==> src/inc/config_bank_consts.vh <==
// constants for the nonvolatile configuration word bank
`ifndef CONFIG_BANK_CONSTS_VH
`define CONFIG_BANK_CONSTS_VH
// register byte offsets used as word index (printed offsets are not multiples of four)
`define IDX_WDOG_SCALE 24'h300003
`define IDX_SLEEP_CFG 24'h300004
`define IDX_SERIAL_LOCK 24'h300005
`define IDX_PROT_RANGE 24'h300006
`define IDX_PROT_DIS 24'h300007
`define IDX_PART_ID 24'h3FFFFE
// own registers, word index
`define IDX_LOAD_CTRL 24'h310000
`define IDX_LOCK_CTRL 24'h310001
`define IDX_FLASH_REQ 24'h310002
`define IDX_STATUS 24'h310003
// implemented bit masks of the config bytes
`define MASK_WDOG_SCALE 8'hFF
`define MASK_SLEEP_CFG 8'hFF
`define MASK_SERIAL_LOCK 8'hF9
`define MASK_PROT_RANGE 8'hFF
`define MASK_PROT_DIS 8'hF1
`define CFG_RESET 8'hFF
// deep-sleep bits of the sleep config byte, all but the calendar select
`define MASK_SLEEP_ONLY 8'hFD
// deep-sleep watchdog fixed prescale
`define SLEEP_PRESCALE 32
// flash page size in bytes
`define PAGE_BYTES 1024
// unlock sequence bytes
`define UNLOCK_KEY1 8'h55
`define UNLOCK_KEY2 8'hAA
`endif

==> src/verilog/config_word_bank.v <==
// write-once configuration register bank with wishbone slave
`timescale 1ns/1ps
`include "config_bank_consts.vh"

//////////////////////////////////////////////////////////////////////////////
module config_word_bank #(
   parameter FLASH_KBYTES = 64,
   parameter HAS_REGULATOR = 1,
   parameter [2:0] PART_BITS = 3'h5,
   parameter [4:0] REV_BITS = 5'h03
) (
   // clock and reset
   input wire clk,
   input wire rst,
   // wishbone slave
   input wire cyc_i,
   input wire stb_i,
   input wire we_i,
   input wire [25:0] adr_i,
   input wire [3:0] sel_i,
   input wire [31:0] dat_i,
   output reg [31:0] dat_o,
   output wire ack_o,
   output wire err_o,
   // flash configuration word source
   input wire [39:0] flashWords,
   // consumer controls
   output wire [15:0] watchdogDivide,
   output wire [31:0] sleepWatchdogDivide,
   output wire [5:0] sleepPrescale,
   output wire sleepWatchdogRun,
   output wire sleepBrownoutRun,
   output wire calendarFromSecondary,
   output wire sleepWatchdogFromInternal,
   output wire serialMask7Bit,
   output wire pinMapLock,
   output wire pinMapWriteAllow,
   // flash request checker
   input wire flashReq,
   input wire [15:0] flashAddr,
   output reg flashGo,
   output reg flashBlocked
);

   localparam integer TOP_INT = FLASH_KBYTES - 1;
   localparam [5:0] TOP_PAGE = TOP_INT[5:0];
   localparam integer PRESCALE_INT = `SLEEP_PRESCALE;
   localparam [5:0] PRESCALE = PRESCALE_INT[5:0];
   localparam [5:0] PAGE_MASK = (FLASH_KBYTES <= 16) ? 6'h0F :
      (FLASH_KBYTES <= 32) ? 6'h1F : 6'h3F;
   localparam [7:0] SLEEP_MASK = HAS_REGULATOR ? `MASK_SLEEP_CFG :
      (`MASK_SLEEP_CFG & ~`MASK_SLEEP_ONLY);
   localparam [1:0] ST_LOAD = 2'h0;
   localparam [1:0] ST_RUN = 2'h1;

   reg [1:0] state_reg;
   reg [7:0] wdogScale_reg;
   reg [7:0] sleepCfg_reg;
   reg [7:0] serialLock_reg;
   reg [7:0] protRange_reg;
   reg [7:0] protDis_reg;
   reg [4:0] written_reg;
   reg lock_reg;
   reg lockUsed_reg;
   reg [1:0] unlock_reg;
   reg ack_reg;
   reg [15:0] lastAddr_reg;
   reg [31:0] dat_next;
   reg errFlag_reg;

   wire [23:0] idx = adr_i[25:2];
   wire req = cyc_i & stb_i & ~ack_reg;
   wire wr = req & we_i & sel_i[0];
   wire ready = (state_reg == ST_RUN);
   wire loading = (state_reg == ST_LOAD);
   wire [4:0] take;
   wire reqProtected;

   // word index to config byte slot, 7 when not a config byte
   function [2:0] slotOf;
      input [23:0] a;
      begin
         case (a)
            `IDX_WDOG_SCALE: slotOf = 3'h0;
            `IDX_SLEEP_CFG: slotOf = 3'h1;
            `IDX_SERIAL_LOCK: slotOf = 3'h2;
            `IDX_PROT_RANGE: slotOf = 3'h3;
            `IDX_PROT_DIS: slotOf = 3'h4;
            default: slotOf = 3'h7;
         endcase
      end
   endfunction

   function known;
      input [23:0] a;
      begin
         known = (slotOf(a) != 3'h7) || (a == `IDX_PART_ID) ||
            (a == `IDX_LOAD_CTRL) || (a == `IDX_LOCK_CTRL) ||
            (a == `IDX_FLASH_REQ) || (a == `IDX_STATUS);
      end
   endfunction

   // page protection decision
   function pageProtected;
      input [5:0] page;
      input [7:0] rangeCfg;
      input rangeOff;
      reg [5:0] bound;
      reg inRange;
      begin
         bound = rangeCfg[5:0] & PAGE_MASK;
         inRange = rangeCfg[6] ? (page >= bound) : (page <= bound);
         pageProtected = (~rangeOff & inRange) |
            (~rangeCfg[7] & (page == TOP_PAGE));
      end
   endfunction

   // true for the first write to the given config byte slot
   function firstWrite;
      input integer slot;
      input [23:0] a;
      input [4:0] done;
      begin
         firstWrite = ({29'h0, slotOf(a)} == slot) && !done[slot];
      end
   endfunction

   // watchdog divide code to ratio, 1:1 up to 1:32768
   function [15:0] watchdogRatio;
      input [3:0] code;
      begin
         case (code)
            4'h0: watchdogRatio = 16'h0001;
            4'h1: watchdogRatio = 16'h0002;
            4'h2: watchdogRatio = 16'h0004;
            4'h3: watchdogRatio = 16'h0008;
            4'h4: watchdogRatio = 16'h0010;
            4'h5: watchdogRatio = 16'h0020;
            4'h6: watchdogRatio = 16'h0040;
            4'h7: watchdogRatio = 16'h0080;
            4'h8: watchdogRatio = 16'h0100;
            4'h9: watchdogRatio = 16'h0200;
            4'hA: watchdogRatio = 16'h0400;
            4'hB: watchdogRatio = 16'h0800;
            4'hC: watchdogRatio = 16'h1000;
            4'hD: watchdogRatio = 16'h2000;
            4'hE: watchdogRatio = 16'h4000;
            4'hF: watchdogRatio = 16'h8000;
            default: watchdogRatio = 16'h0001;
         endcase
      end
   endfunction

   // deep-sleep divide code to ratio, four times per step from 1:2
   function [31:0] sleepRatio;
      input [3:0] code;
      begin
         case (code)
            4'h0: sleepRatio = 32'h00000002;
            4'h1: sleepRatio = 32'h00000008;
            4'h2: sleepRatio = 32'h00000020;
            4'h3: sleepRatio = 32'h00000080;
            4'h4: sleepRatio = 32'h00000200;
            4'h5: sleepRatio = 32'h00000800;
            4'h6: sleepRatio = 32'h00002000;
            4'h7: sleepRatio = 32'h00008000;
            4'h8: sleepRatio = 32'h00020000;
            4'h9: sleepRatio = 32'h00080000;
            4'hA: sleepRatio = 32'h00200000;
            4'hB: sleepRatio = 32'h00800000;
            4'hC: sleepRatio = 32'h02000000;
            4'hD: sleepRatio = 32'h08000000;
            4'hE: sleepRatio = 32'h20000000;
            4'hF: sleepRatio = 32'h80000000;
            default: sleepRatio = 32'h00000002;
         endcase
      end
   endfunction

   assign ack_o = ack_reg & ~errFlag_reg;
   assign err_o = ack_reg & errFlag_reg;

   //////////////////////////////////////////////////////////////////////////
   // bus handshake, one answer per request
   always @(posedge clk or posedge rst) begin
      if (rst) begin
         ack_reg <= 1'b0;
         errFlag_reg <= 1'b0;
         dat_o <= 32'h00000000;
      end else begin
         ack_reg <= req;
         errFlag_reg <= req & ~known(idx);
         if (req)
            dat_o <= dat_next;
      end
   end

   // load once after reset; later flash edits wait for reset
   always @(posedge clk or posedge rst) begin
      if (rst)
         state_reg <= ST_LOAD;
      else begin
         case (state_reg)
            ST_LOAD: state_reg <= ST_RUN;
            ST_RUN: state_reg <= ST_RUN;
            default: state_reg <= ST_LOAD;
         endcase
      end
   end

   //////////////////////////////////////////////////////////////////////////
   // write-once strobes, one per config byte
   genvar g;
   generate
      for (g = 0; g < 5; g = g + 1) begin : gen_take
         assign take[g] = wr & ready & firstWrite(g, idx, written_reg);
      end
   endgenerate

   always @(posedge clk or posedge rst) begin
      if (rst)
         written_reg <= 5'h00;
      else
         written_reg <= written_reg | take;
   end

   // watchdog divide byte
   always @(posedge clk or posedge rst) begin
      if (rst)
         wdogScale_reg <= `CFG_RESET;
      else if (loading)
         wdogScale_reg <= flashWords[7:0] & `MASK_WDOG_SCALE;
      else if (take[0])
         wdogScale_reg <= dat_i[7:0] & `MASK_WDOG_SCALE;
   end

   // deep-sleep byte, sleep bits dropped without a regulator
   always @(posedge clk or posedge rst) begin
      if (rst)
         sleepCfg_reg <= `CFG_RESET;
      else if (loading)
         sleepCfg_reg <= flashWords[15:8] & SLEEP_MASK;
      else if (take[1])
         sleepCfg_reg <= dat_i[7:0] & SLEEP_MASK;
   end

   // serial mask and lock policy byte
   always @(posedge clk or posedge rst) begin
      if (rst)
         serialLock_reg <= `CFG_RESET;
      else if (loading)
         serialLock_reg <= flashWords[23:16] & `MASK_SERIAL_LOCK;
      else if (take[2])
         serialLock_reg <= dat_i[7:0] & `MASK_SERIAL_LOCK;
   end

   // protection range byte
   always @(posedge clk or posedge rst) begin
      if (rst)
         protRange_reg <= `CFG_RESET;
      else if (loading)
         protRange_reg <= flashWords[31:24] & `MASK_PROT_RANGE;
      else if (take[3])
         protRange_reg <= dat_i[7:0] & `MASK_PROT_RANGE;
   end

   // range disable byte
   always @(posedge clk or posedge rst) begin
      if (rst)
         protDis_reg <= `CFG_RESET;
      else if (loading)
         protDis_reg <= flashWords[39:32] & `MASK_PROT_DIS;
      else if (take[4])
         protDis_reg <= dat_i[7:0] & `MASK_PROT_DIS;
   end

   //////////////////////////////////////////////////////////////////////////
   // pin map lock with unlock sequence
   wire lockWr = wr & ready & (idx == `IDX_LOCK_CTRL);
   wire unlocked = (unlock_reg == 2'h2);

   always @(posedge clk or posedge rst) begin
      if (rst) begin
         lock_reg <= 1'b0;
         lockUsed_reg <= 1'b0;
         unlock_reg <= 2'h0;
      end else if (lockWr) begin
         if (dat_i[7:0] == `UNLOCK_KEY1)
            unlock_reg <= 2'h1;
         else if (dat_i[7:0] == `UNLOCK_KEY2 && unlock_reg == 2'h1)
            unlock_reg <= 2'h2;
         else begin
            unlock_reg <= 2'h0;
            if (unlocked) begin
               if (serialLock_reg[0]) begin
                  if (!lockUsed_reg && dat_i[0]) begin
                     lock_reg <= 1'b1;
                     lockUsed_reg <= 1'b1;
                  end
               end else
                  lock_reg <= dat_i[0];
            end
         end
      end
   end

   //////////////////////////////////////////////////////////////////////////
   // flash request check, byte address to 1024-byte page
   wire [5:0] reqPage = flashAddr[15:10];
   assign reqProtected = pageProtected(reqPage, protRange_reg,
      protDis_reg[0]);

   always @(posedge clk or posedge rst) begin
      if (rst) begin
         flashGo <= 1'b0;
         flashBlocked <= 1'b0;
         lastAddr_reg <= 16'h0000;
      end else begin
         flashGo <= 1'b0;
         if (flashReq & ready) begin
            lastAddr_reg <= flashAddr;
            flashGo <= ~reqProtected;
            flashBlocked <= reqProtected;
         end
      end
   end

   //////////////////////////////////////////////////////////////////////////
   // read mux
   always @* begin
      dat_next = 32'h00000000;
      case (idx)
         `IDX_WDOG_SCALE: dat_next[7:0] = wdogScale_reg;
         `IDX_SLEEP_CFG: dat_next[7:0] = sleepCfg_reg;
         `IDX_SERIAL_LOCK: dat_next[7:0] = serialLock_reg;
         `IDX_PROT_RANGE: dat_next[7:0] = protRange_reg;
         `IDX_PROT_DIS: dat_next[7:0] = protDis_reg;
         `IDX_PART_ID: dat_next[7:0] = {PART_BITS, REV_BITS};
         `IDX_LOAD_CTRL: dat_next[4:0] = written_reg;
         `IDX_LOCK_CTRL: dat_next[1:0] = {lockUsed_reg, lock_reg};
         `IDX_FLASH_REQ: dat_next[15:0] = lastAddr_reg;
         `IDX_STATUS: dat_next[1:0] = {flashBlocked, ready};
         default: dat_next = 32'h00000000;
      endcase
   end

   //////////////////////////////////////////////////////////////////////////
   // decoded controls
   assign watchdogDivide = watchdogRatio(wdogScale_reg[3:0]);
   assign sleepWatchdogDivide = sleepRatio(sleepCfg_reg[7:4]);
   assign sleepPrescale = PRESCALE;
   assign sleepWatchdogRun = sleepCfg_reg[3];
   assign sleepBrownoutRun = sleepCfg_reg[2];
   assign calendarFromSecondary = sleepCfg_reg[1];
   assign sleepWatchdogFromInternal = sleepCfg_reg[0];
   assign serialMask7Bit = serialLock_reg[3];
   assign pinMapLock = lock_reg;
   assign pinMapWriteAllow = ~lock_reg & unlocked;

endmodule

==> config.mk <==
export PLATFORM = sky130hd
export DESIGN_NAME = config_word_bank
export DESIGN_NICKNAME = d
export VERILOG_FILES = /design/src/verilog/config_word_bank.v
export VERILOG_INCLUDE_DIRS = /design/src /design/src/inc
export SDC_FILE = /design/constraint.sdc
export NUM_CORES = 1
export LEC_CHECK = 0
export BUFFER_PORTS_ARGS = -buffer_cell sky130_fd_sc_hd__buf_4
export CAP_MARGIN = 20
export CORE_MARGIN = 4
export CORE_UTILIZATION = 52
export CTS_CLUSTER_DIAMETER = 100
export DETAILED_ROUTE_END_ITERATION = 8
export PLACE_DENSITY = 0.89
export SYNTH_ARGS = -nofsm -noshare
export SYNTH_HDL_FRONTEND = slang
export SYNTH_SLANG_ARGS = --single-unit
==> constraint.sdc <==
create_clock -name clk -period 3.9 [get_ports clk]
set_clock_uncertainty 0.05 [all_clocks]
set_input_delay 0.195 -clock clk [delete_from_list [all_inputs] [get_ports clk]]
set_output_delay 0.195 -clock clk [all_outputs]
set_load 0.05 [all_outputs]
==> results of run 1 <==
==> cells in the final DEF (no fill, tap or decap), drive strengths merged, types with 7 or more instances in the layout <==
| master | netlist | routed |
|---|---|---|
| buf | 47 | 153 |
| nand2 | 78 | 78 |
| nor2 | 67 | 67 |
| dfrtp | 46 | 46 |
| conb | 2 | 39 |
| dfstp | 37 | 37 |
| a31oi | 25 | 25 |
| nor3 | 22 | 22 |
| nand4 | 20 | 20 |
| mux2 | 19 | 19 |
| a21oi | 18 | 18 |
| inv | 15 | 18 |
| mux2i | 16 | 16 |
| nand3 | 16 | 16 |
| nor4 | 16 | 16 |
| nand2b | 12 | 12 |
| nand4b | 9 | 9 |
| clkbuf | 25 | 9 |
| nor3b | 8 | 8 |
| o21ai | 8 | 8 |
| mux4 | 7 | 7 |
==> area by class of cell <==
cell class,count,share of cell area
Clock buffer,9,0.0193
Clock inverter,7,0.0198
Multi-Input combinational cell,430,0.412
Sequential cell,83,0.330
Tap cell,129,0.0251
Timing Repair Buffer,155,0.185
Inverter,15,0.00895
==> power groups by stage <==
stage / registers (W) / logic [W] / clock network, W
after floorplan: 0.00103 / 0.000367 / 0
after global placement: 0.00103 / 0.000521 / 0
after detailed placement: 0.00103 / 0.000534 / 0
after CTS: 0.00101 / 0.000536 / 0.000788
after global routing: 0.00103 / 0.000579 / 0.000836
final: 0.00102 / 0.000541 / 0.000785
==> worst max path at each step <==
stage,start,end,slack [ns],cells after the start
2_1_floorplan,rst,ack_reg,1.58,1
3_3_place_gp,adr_i[7],wdogScale_reg[6],1.35,6
3_5_place_dp,adr_i[7],wdogScale_reg[0],1.29,6
4_1_cts,ack_reg,wdogScale_reg[0],1.44,5
5_1_grt,ack_reg,protRange_reg[3],1.26,6
6_report,ack_reg,wdogScale_reg[0],1.45,5
==> per-stage QoR <==
step | power (W) | util | instance area (um2) | hold WS (ns)
after floorplan | 0.00140 | - | 5250 | 0.264
after CTS | 0.00234 | 0.678 | 6380 | 0.00203
after global routing | 0.00244 | 0.683 | 6430 | 0.00363
after detailed placement | 0.00156 | 0.651 | 6130 | 0.381
final | 0.00234 | 0.683 | 6430 | 0.00634
after global placement | 0.00155 | 0.651 | 6130 | 0.381
==> metal layers <==
layer | global-route usage | vias up | share of wire
li1 | - | 2200 | -
met1 | 0.362 | 2279 | 0.40
met2 | 0.450 | 251 | 0.50
met3 | 0.0482 | 20 | 0.084
met4 | 0.0703 | 0 | 0.016
met5 | 0 | - | 0
==> cell usage after synthesis (7+ instances only) <==
cell type	count	share of area
mux2_2	19	0.042
nor4_1	12	0.015
nand4b_1	9	0.015
inv_1	15	0.011
a21oi_1	18	0.018
nor2_1	67	0.049
clkbuf_1	25	0.018
buf_4	40	0.059
nand4_1	19	0.023
nand2_1	78	0.057
o21ai_0	8	0.0078
dfrtp_1	46	0.23
mux4_2	7	0.031
mux2i_1	16	0.031
nor3_1	20	0.020
a31oi_1	25	0.031
nor3b_1	8	0.012
nand2b_1	12	0.015
dfstp_2	37	0.19
nand3_1	15	0.015
==> kinds of logic after synthesis <==
group,after synthesis,share of synthesized area
compound gates,73,0.0920
other cells,2,0.00147
mux,42,0.104
fa+ha+maj,6,0.0147
flops,83,0.415
buf+inv,87,0.0944
simple gates,270,0.278
==> worst max-delay path: stages (launching register included) <==
cell,delay [ns]
dfrtp_1,0.39
nand3b_4,0.36
or3_1,0.43
or4b_1,0.77
mux2i_1,0.21
a21oi_1,0.18
==> key figures, run 1 <==
Run status
  – Status: finished clean

STA
  – Final TNS setup: 0 ns
  – Slew @ Worst Pin: approximately 1.0 ns
  – RSZ-0062 raised after global routing: no
  – Fmax: 408 MHz
  – Final worst setup slack: 1.45 ns
  – # setup viols final: 0
  – Shortest period the worst path allows: around 2.5 ns
  – Tcrit/Tclk final: 0.628
  – Pins over their slew limit: 0
  – Rel. slew slack: 0.301
  – Hold Vio Cnt, Final: 0

Logic synthesis
  – Syn avg cell area: slightly above 9 um2
  – Post-synth EDFFs: 0
  – Async SR Flop Fraction: 1.00
  – Post-synth cell types: 54
  – Most used flip-flop cell after synthesis: dfrtp_1
  – Syn. warnings: 0
  – Seq cells post-synth: 83
  – Gate Count Post-Synth: 563
  – Synthesized area: 5110 um2
  – Register area share after synthesis: 0.415

Final layout
  – Nets@finish: 824
  – FF+latch area: 2120 um2
  – Area of the multi-input gates: 2650 um2
  – Post-route insts no fill: roughly 830
  – Ant diodes: 0
  – Layout cells sized above 1: 0.352
  – Area delta synth->final: 25.7%
  – # fillers: about 740

CTS
  – Worst-Skew Late Latency: 0.36 ns
  – Post-CTS Hold Buffers: 0
  – Clk buf depth: 2
  – Total CTS buffers: 9
  – Root Buffer: clkbuf_8
  – Clock transition at the registers of the reported paths: 0.10 ns
  – CTS sink count: slightly above 80
  – Total setup buffers inserted after CTS: 0
  – H-tree depth: 3
  – CTS tree: yes
  – Resize count post-CTS: 0

GRT
  – Global-route wire length before repair: 24.2 mm
  – Number of global-route vias before repair: between 4000 and 5000
  – GRT Total Usage: 0.270
  – Grt total ovfl: 0
  – Initial antenna violation count: 0
  – Largest net degree at the start of global routing: 77

Power
  – Power per cell area: between 300 and 400 nW/um2
  – Int Pwr: 0.00158 W
  – P_sw: 0.000766 W
  – Leakage: 3.03 nW
  – Switching Share: 0.327
  – Clock power share: 0.335
  – Max VDD drop: approximately 0.24 mV
  – Sequential share of power: 0.434
  – Comb power frac: 0.231

Route
  – Drt wl/cell: 18.8 um
  – Remaining DRCs: 0
  – Routed via count: 4750
  – Initial drt markers: 351
  – Drt pass-1 iters: 5
  – Vias per Instance: about 5.7
  – WL final: 15.6 mm
  – Post-DRT Antenna Nets: 0

Flow run
  – Max-cap violation count: 0

Floorplanning
  – Die X: ~110 um
  – Rows: 35
  – Initial core utilization: 0.543
  – Die Span Y: 107 um
  – Die footprint: roughly 11000 um2
  – I/O pins: approximately 220
  – Area of the core: 9420 um2

Worst setup path
  – WP data arrival: ~2.7 ns
  – FF-to-FF setup slack: 1.45 ns
  – Critical register-to-register path startpoint: ack_reg
  – Worst setup path class: reg2reg
  – Crit path max fanout: 26
  – Worst Setup End Kind: flip-flop
  – Worst EP required: 4.13 ns
  – R2R depth: 5
  – Critical R2R Capture: wdogScale_reg[0]
  – CP Launch Type: flip-flop

Placed design
  – Port Buffers: 148
  – Placed instance count: approximately 800
  – Final HPWL DP: 11.7 mm
  – Placer congestion estimate: 0.932
  – Pre-CTS WS: 1.29 ns

Worst hold path
  – Hold depth: 3
  – Worst Hold Path EP: protDis_reg[4]
  – Hold Startpoint: flashWords[36]
  – Hold crit path type: in2reg
No activity file was read; power rests on OpenSTA's default activity.
==> run 2: changes to the inputs <==
--- a/config.mk
+++ b/config.mk
@@ -6,13 +6,14 @@
 export SDC_FILE = /design/constraint.sdc
 export NUM_CORES = 1
 export LEC_CHECK = 0
+export ABC_AREA = 1
 export BUFFER_PORTS_ARGS = -buffer_cell sky130_fd_sc_hd__buf_4
 export CAP_MARGIN = 20
 export CORE_MARGIN = 4
-export CORE_UTILIZATION = 52
+export CORE_UTILIZATION = 44
 export CTS_CLUSTER_DIAMETER = 100
 export DETAILED_ROUTE_END_ITERATION = 8
-export PLACE_DENSITY = 0.89
+export PLACE_DENSITY = 0.8
 export SYNTH_ARGS = -nofsm -noshare
 export SYNTH_HDL_FRONTEND = slang
 export SYNTH_SLANG_ARGS = --single-unit
==> constraint.sdc (replaced) <==
create_clock -name clk -period 1.96 [get_ports clk]
set_clock_uncertainty 0.05 [all_clocks]
set_input_delay 0.098 -clock clk [delete_from_list [all_inputs] [get_ports clk]]
set_output_delay 0.098 -clock clk [all_outputs]
set_load 0.05 [all_outputs]
==> run 2 against run 1 <==
Register-to-register slack got worse by 1.3 ns. Non-clock buffer count rose by 25. Synthesized area rose by 3.5%. Critical path type is now reg2out. Synthesized cell count rose by 22%. Total power rose by 110%. Die area rose by 21%. Via count rose by 7.2%. Clock power rose by 120%. First-iteration DRC count fell by 14%. Sequential share of layout area fell by 2.5 points. Critical endpoint is now sleepWatchdogDivide[23]. Cell area rose by 8.2%.
==> key figures, run 2 <==
Logic synthesis
  – Register area share after synthesis: 0.401 (-0.0142)
  – Async SR Flop Fraction: 1.00 (unchanged)
  – Syn. warnings: 0 (unchanged)
  – Synthesized area: 5300 um2 (+3.5%)
  – Post-synth EDFFs: 0 (unchanged)
  – Area leader, netlist: dfrtp_1
  – Yosys top cell area share: 0.217 (-0.00771)
  – Seq cells post-synth: 83 (unchanged)
  – Area contributors post-synth: dfrtp_1 (22%), dfstp_2 (18%), nand2_1 (11%), nor2_1 (7.6%), buf_4 (5.5%)
  – Post-synth cell types: 42 (-22%)
  – Syn avg cell area: 7.73 um2 (-15%)
  – List of most frequent post-synthesis cells: nand2_1 (153), nor2_1 (107), inv_1 (48)
  – Most used flip-flop cell after synthesis: dfrtp_1
  – Gate Count Post-Synth: 685 (+22%)
  – Count leader, synth: nand2_1

GRT
  – GRT Total Usage: 0.218 (-0.0515)
  – Initial antenna violation count: 1 (+1)
  – Global-route wire length before repair: 24.8 mm (+2.5%)
  – Grt total ovfl: 0 (unchanged)
  – Number of global-route vias before repair: 4783 (+4.3%)
  – Largest net degree at the start of global routing: 60 (-22%)

CTS
  – Worst-Skew Late Latency: 0.34 ns (-0.02 ns)
  – Root Buffer: clkbuf_16
  – H-tree depth: 3 (unchanged)
  – Total setup buffers inserted after CTS: 0 (unchanged)
  – Clk buf depth: 2 (unchanged)
  – Total CTS buffers: 9 (unchanged)
  – CTS tree: yes
  – Clock transition at the registers of the reported paths: 0.07 ns (-0.03 ns)
  – CTS sink count: 83 (unchanged)

Worst setup path
  – Stages on the worst setup path: 3 (-2)
  – Crit path max-delay family: flip-flops
  – Critical R2R Capture: flashBlocked
  – Crit-path cells: clkinv_2, nor4_2, buf_4
  – Largest stage delay on the critical path: 0.66 ns (-0.11 ns)
  – CP Launch Type: flip-flop
  – Slowest CP cell: dfstp_2
  – WP data arrival: 1.69 ns (-0.99 ns)
  – Crit path max fanout: 10 (-62%)
  – Critical register-to-register path startpoint: protRange_reg[3]
  – Crit path buf inv count: 2 (+2)
  – Worst EP required: 1.81 ns (-2.32 ns)
  – FF-to-FF setup slack: 0.17 ns (-1.28 ns)
  – Worst setup path class: reg2out
  – Worst Setup End Kind: output pin
  – Crit path launch: sleepCfg_reg[7]
  – Worst Setup EP: sleepWatchdogDivide[23]
  – R2R depth: 11 (+6)

STA
  – Rel. slew slack: 0.621 (+0.319)
  – Final TNS setup: 0 ns (unchanged)
  – Hold Vio Cnt, Final: 0 (unchanged)
  – Shortest period the worst path allows: ~1.8 ns
  – Fmax: 545 MHz
  – Final worst setup slack: 0.123 ns (-1.33 ns)
  – # setup viols final: 0 (unchanged)
  – Tcrit/Tclk final: 0.937
  – Pins over their slew limit: 0 (unchanged)
  – RSZ-0062 raised after global routing: no
  – Final hold slack: 0.0163 ns (+0.00998 ns)
  – Slew @ Worst Pin: 0.569 ns (-0.474 ns)

Final layout
  – FF+latch area: 2120 um2 (about the same)
  – Area of the multi-input gates: 2720 um2 (+2.7%)
  – Finished Core Util: 0.599 (-0.0837)
  – Post-route insts no fill: 1003 (+21%)
  – Commonest non-fill, non-tap cells in the layout: buf_4 (159), nand2_1 (153), nor2_1 (105)
  – # fillers: 1029 (+40%)
  – Nets@finish: 984 (+19%)
  – Layout cells sized above 1: 0.345 (-0.00734)
  – Commonest non-fill, non-tap cell in the layout: buf_4
  – Area delta synth->final: 31.4%

Route
  – Routed via count: 5090 (+7.2%)
  – Drt wl/cell: 15.1 um (-20%)
  – Drt pass-1 iters: 5 (unchanged)
  – Post-DRT Antenna Nets: 0 (unchanged)
  – Initial drt markers: 302 (-14%)
  – WL final: 15.1 mm (-2.7%)
  – Vias per Instance: 5.07 (-12%)
  – Remaining DRCs: 0 (unchanged)

Placed design
  – Placer congestion estimate: 0.844 (-9.4%)
  – Placed instance count: 966 (+19%)
  – Pre-CTS WS: 0.125 ns (-1.17 ns)
  – Port Buffers: 148 (unchanged)
  – Final HPWL DP: 11.3 mm (-4.0%)

Flow run
  – Max-cap violation count: 0 (unchanged)

Floorplanning
  – Area of the core: 11600 um2 (+23%)
  – Rows: 39 (+11%)
  – Initial core utilization: 0.456 (-0.0872)
  – Die X: 118 um (+9.8%)
  – Die Span Y: 118 um (+9.8%)
  – I/O pins: 221 (unchanged)
  – Die footprint: 13900 um2 (+21%)

Run status
  – Status: finished clean

Power
  – Leakage: 3.47 nW (+15%)
  – Max VDD drop: 0.364 mV (+51%)
  – Power per cell area: 704 nW/um2 (+93%)

Worst hold path
  – Hold crit path type: in2reg
  – Hold Startpoint: flashWords[13]
[run 2: cell count changes in the layout (fill, tap and decap cells not counted), moves of 14 or more]
cell / delta
a21oi_1: +15
nand2_1: +75
mux2i_1: -15
a31oi_1: -22
nor3_1: -14
o21ai_0: +26
dlygate4sd3_1: +18
inv_1: +33
nor2_1: +38
[run 2: metal layers]
metal	share of wire	vias up	track usage
met4	0.024	0	0.0733
li1	-	2485	-
met3	0.074	28	0.0481
met5	0	-	0
met2	0.47	227	0.352
met1	0.43	2350	0.291
[run 2: cell type report]
type                    count  area share
diodes                      1    0.000360
clock buffers              10      0.0329
clock inverters             6      0.0106
inverters                  56      0.0315
multi-input cells         524       0.391
flip-flops and latches     83       0.305
well taps                 143      0.0257
repair buffers            180       0.203
[run 2: logic make-up after synthesis]
logic type	after synthesis	share of synthesized area
fa+ha+maj	6	0.0142
simple gates	374	0.340
flops	83	0.401
other cells	2	0.00142
mux	13	0.0274
compound gates	92	0.0971
buf+inv	115	0.119
[run 2: per-stage QoR]
stage | cell area, um2 | power (W)
3_3_place_gp | 6440 | 0.00313
6_report | 6960 | 0.00490
3_5_place_dp | 6440 | 0.00315
5_1_grt | 6960 | 0.00511
4_1_cts | 6950 | 0.00491
2_1_floorplan | 5470 | 0.00283
[run 2: worst min-delay path by stage]
stage                        to  slack [ns]  cells after the start
3_3_place_gp      unlock_reg[1]        0.14                      2
2_1_floorplan    protDis_reg[6]        0.17                      2
3_5_place_dp      unlock_reg[1]        0.14                      2
5_1_grt          protDis_reg[4]        0.02                      3
6_report        sleepCfg_reg[5]        0.02                      5
4_1_cts        wdogScale_reg[6]        0.01                      5
[run 2: report_power, final]
group          total [W]  switching [W]  internal, W  leakage, nW
registers        0.00201       0.000110      0.00190        0.949
clock network    0.00173       0.000722      0.00100        0.141
logic            0.00116       0.000774     0.000385         2.38
[run 2: repair_timing]
action	in CTS	in global routing
endpoints found under the hold margin	21	0
setup endpoints to repair	1	9
resized for setup	1	5
hold buffers	20	0
[run 2: worst min-delay path, cell delays in order]
cell and delay [ns]:
buf_4 0.08, nand2_1 0.04, nand2_1 0.05, nand2_1 0.04
o21ai_0 0.07
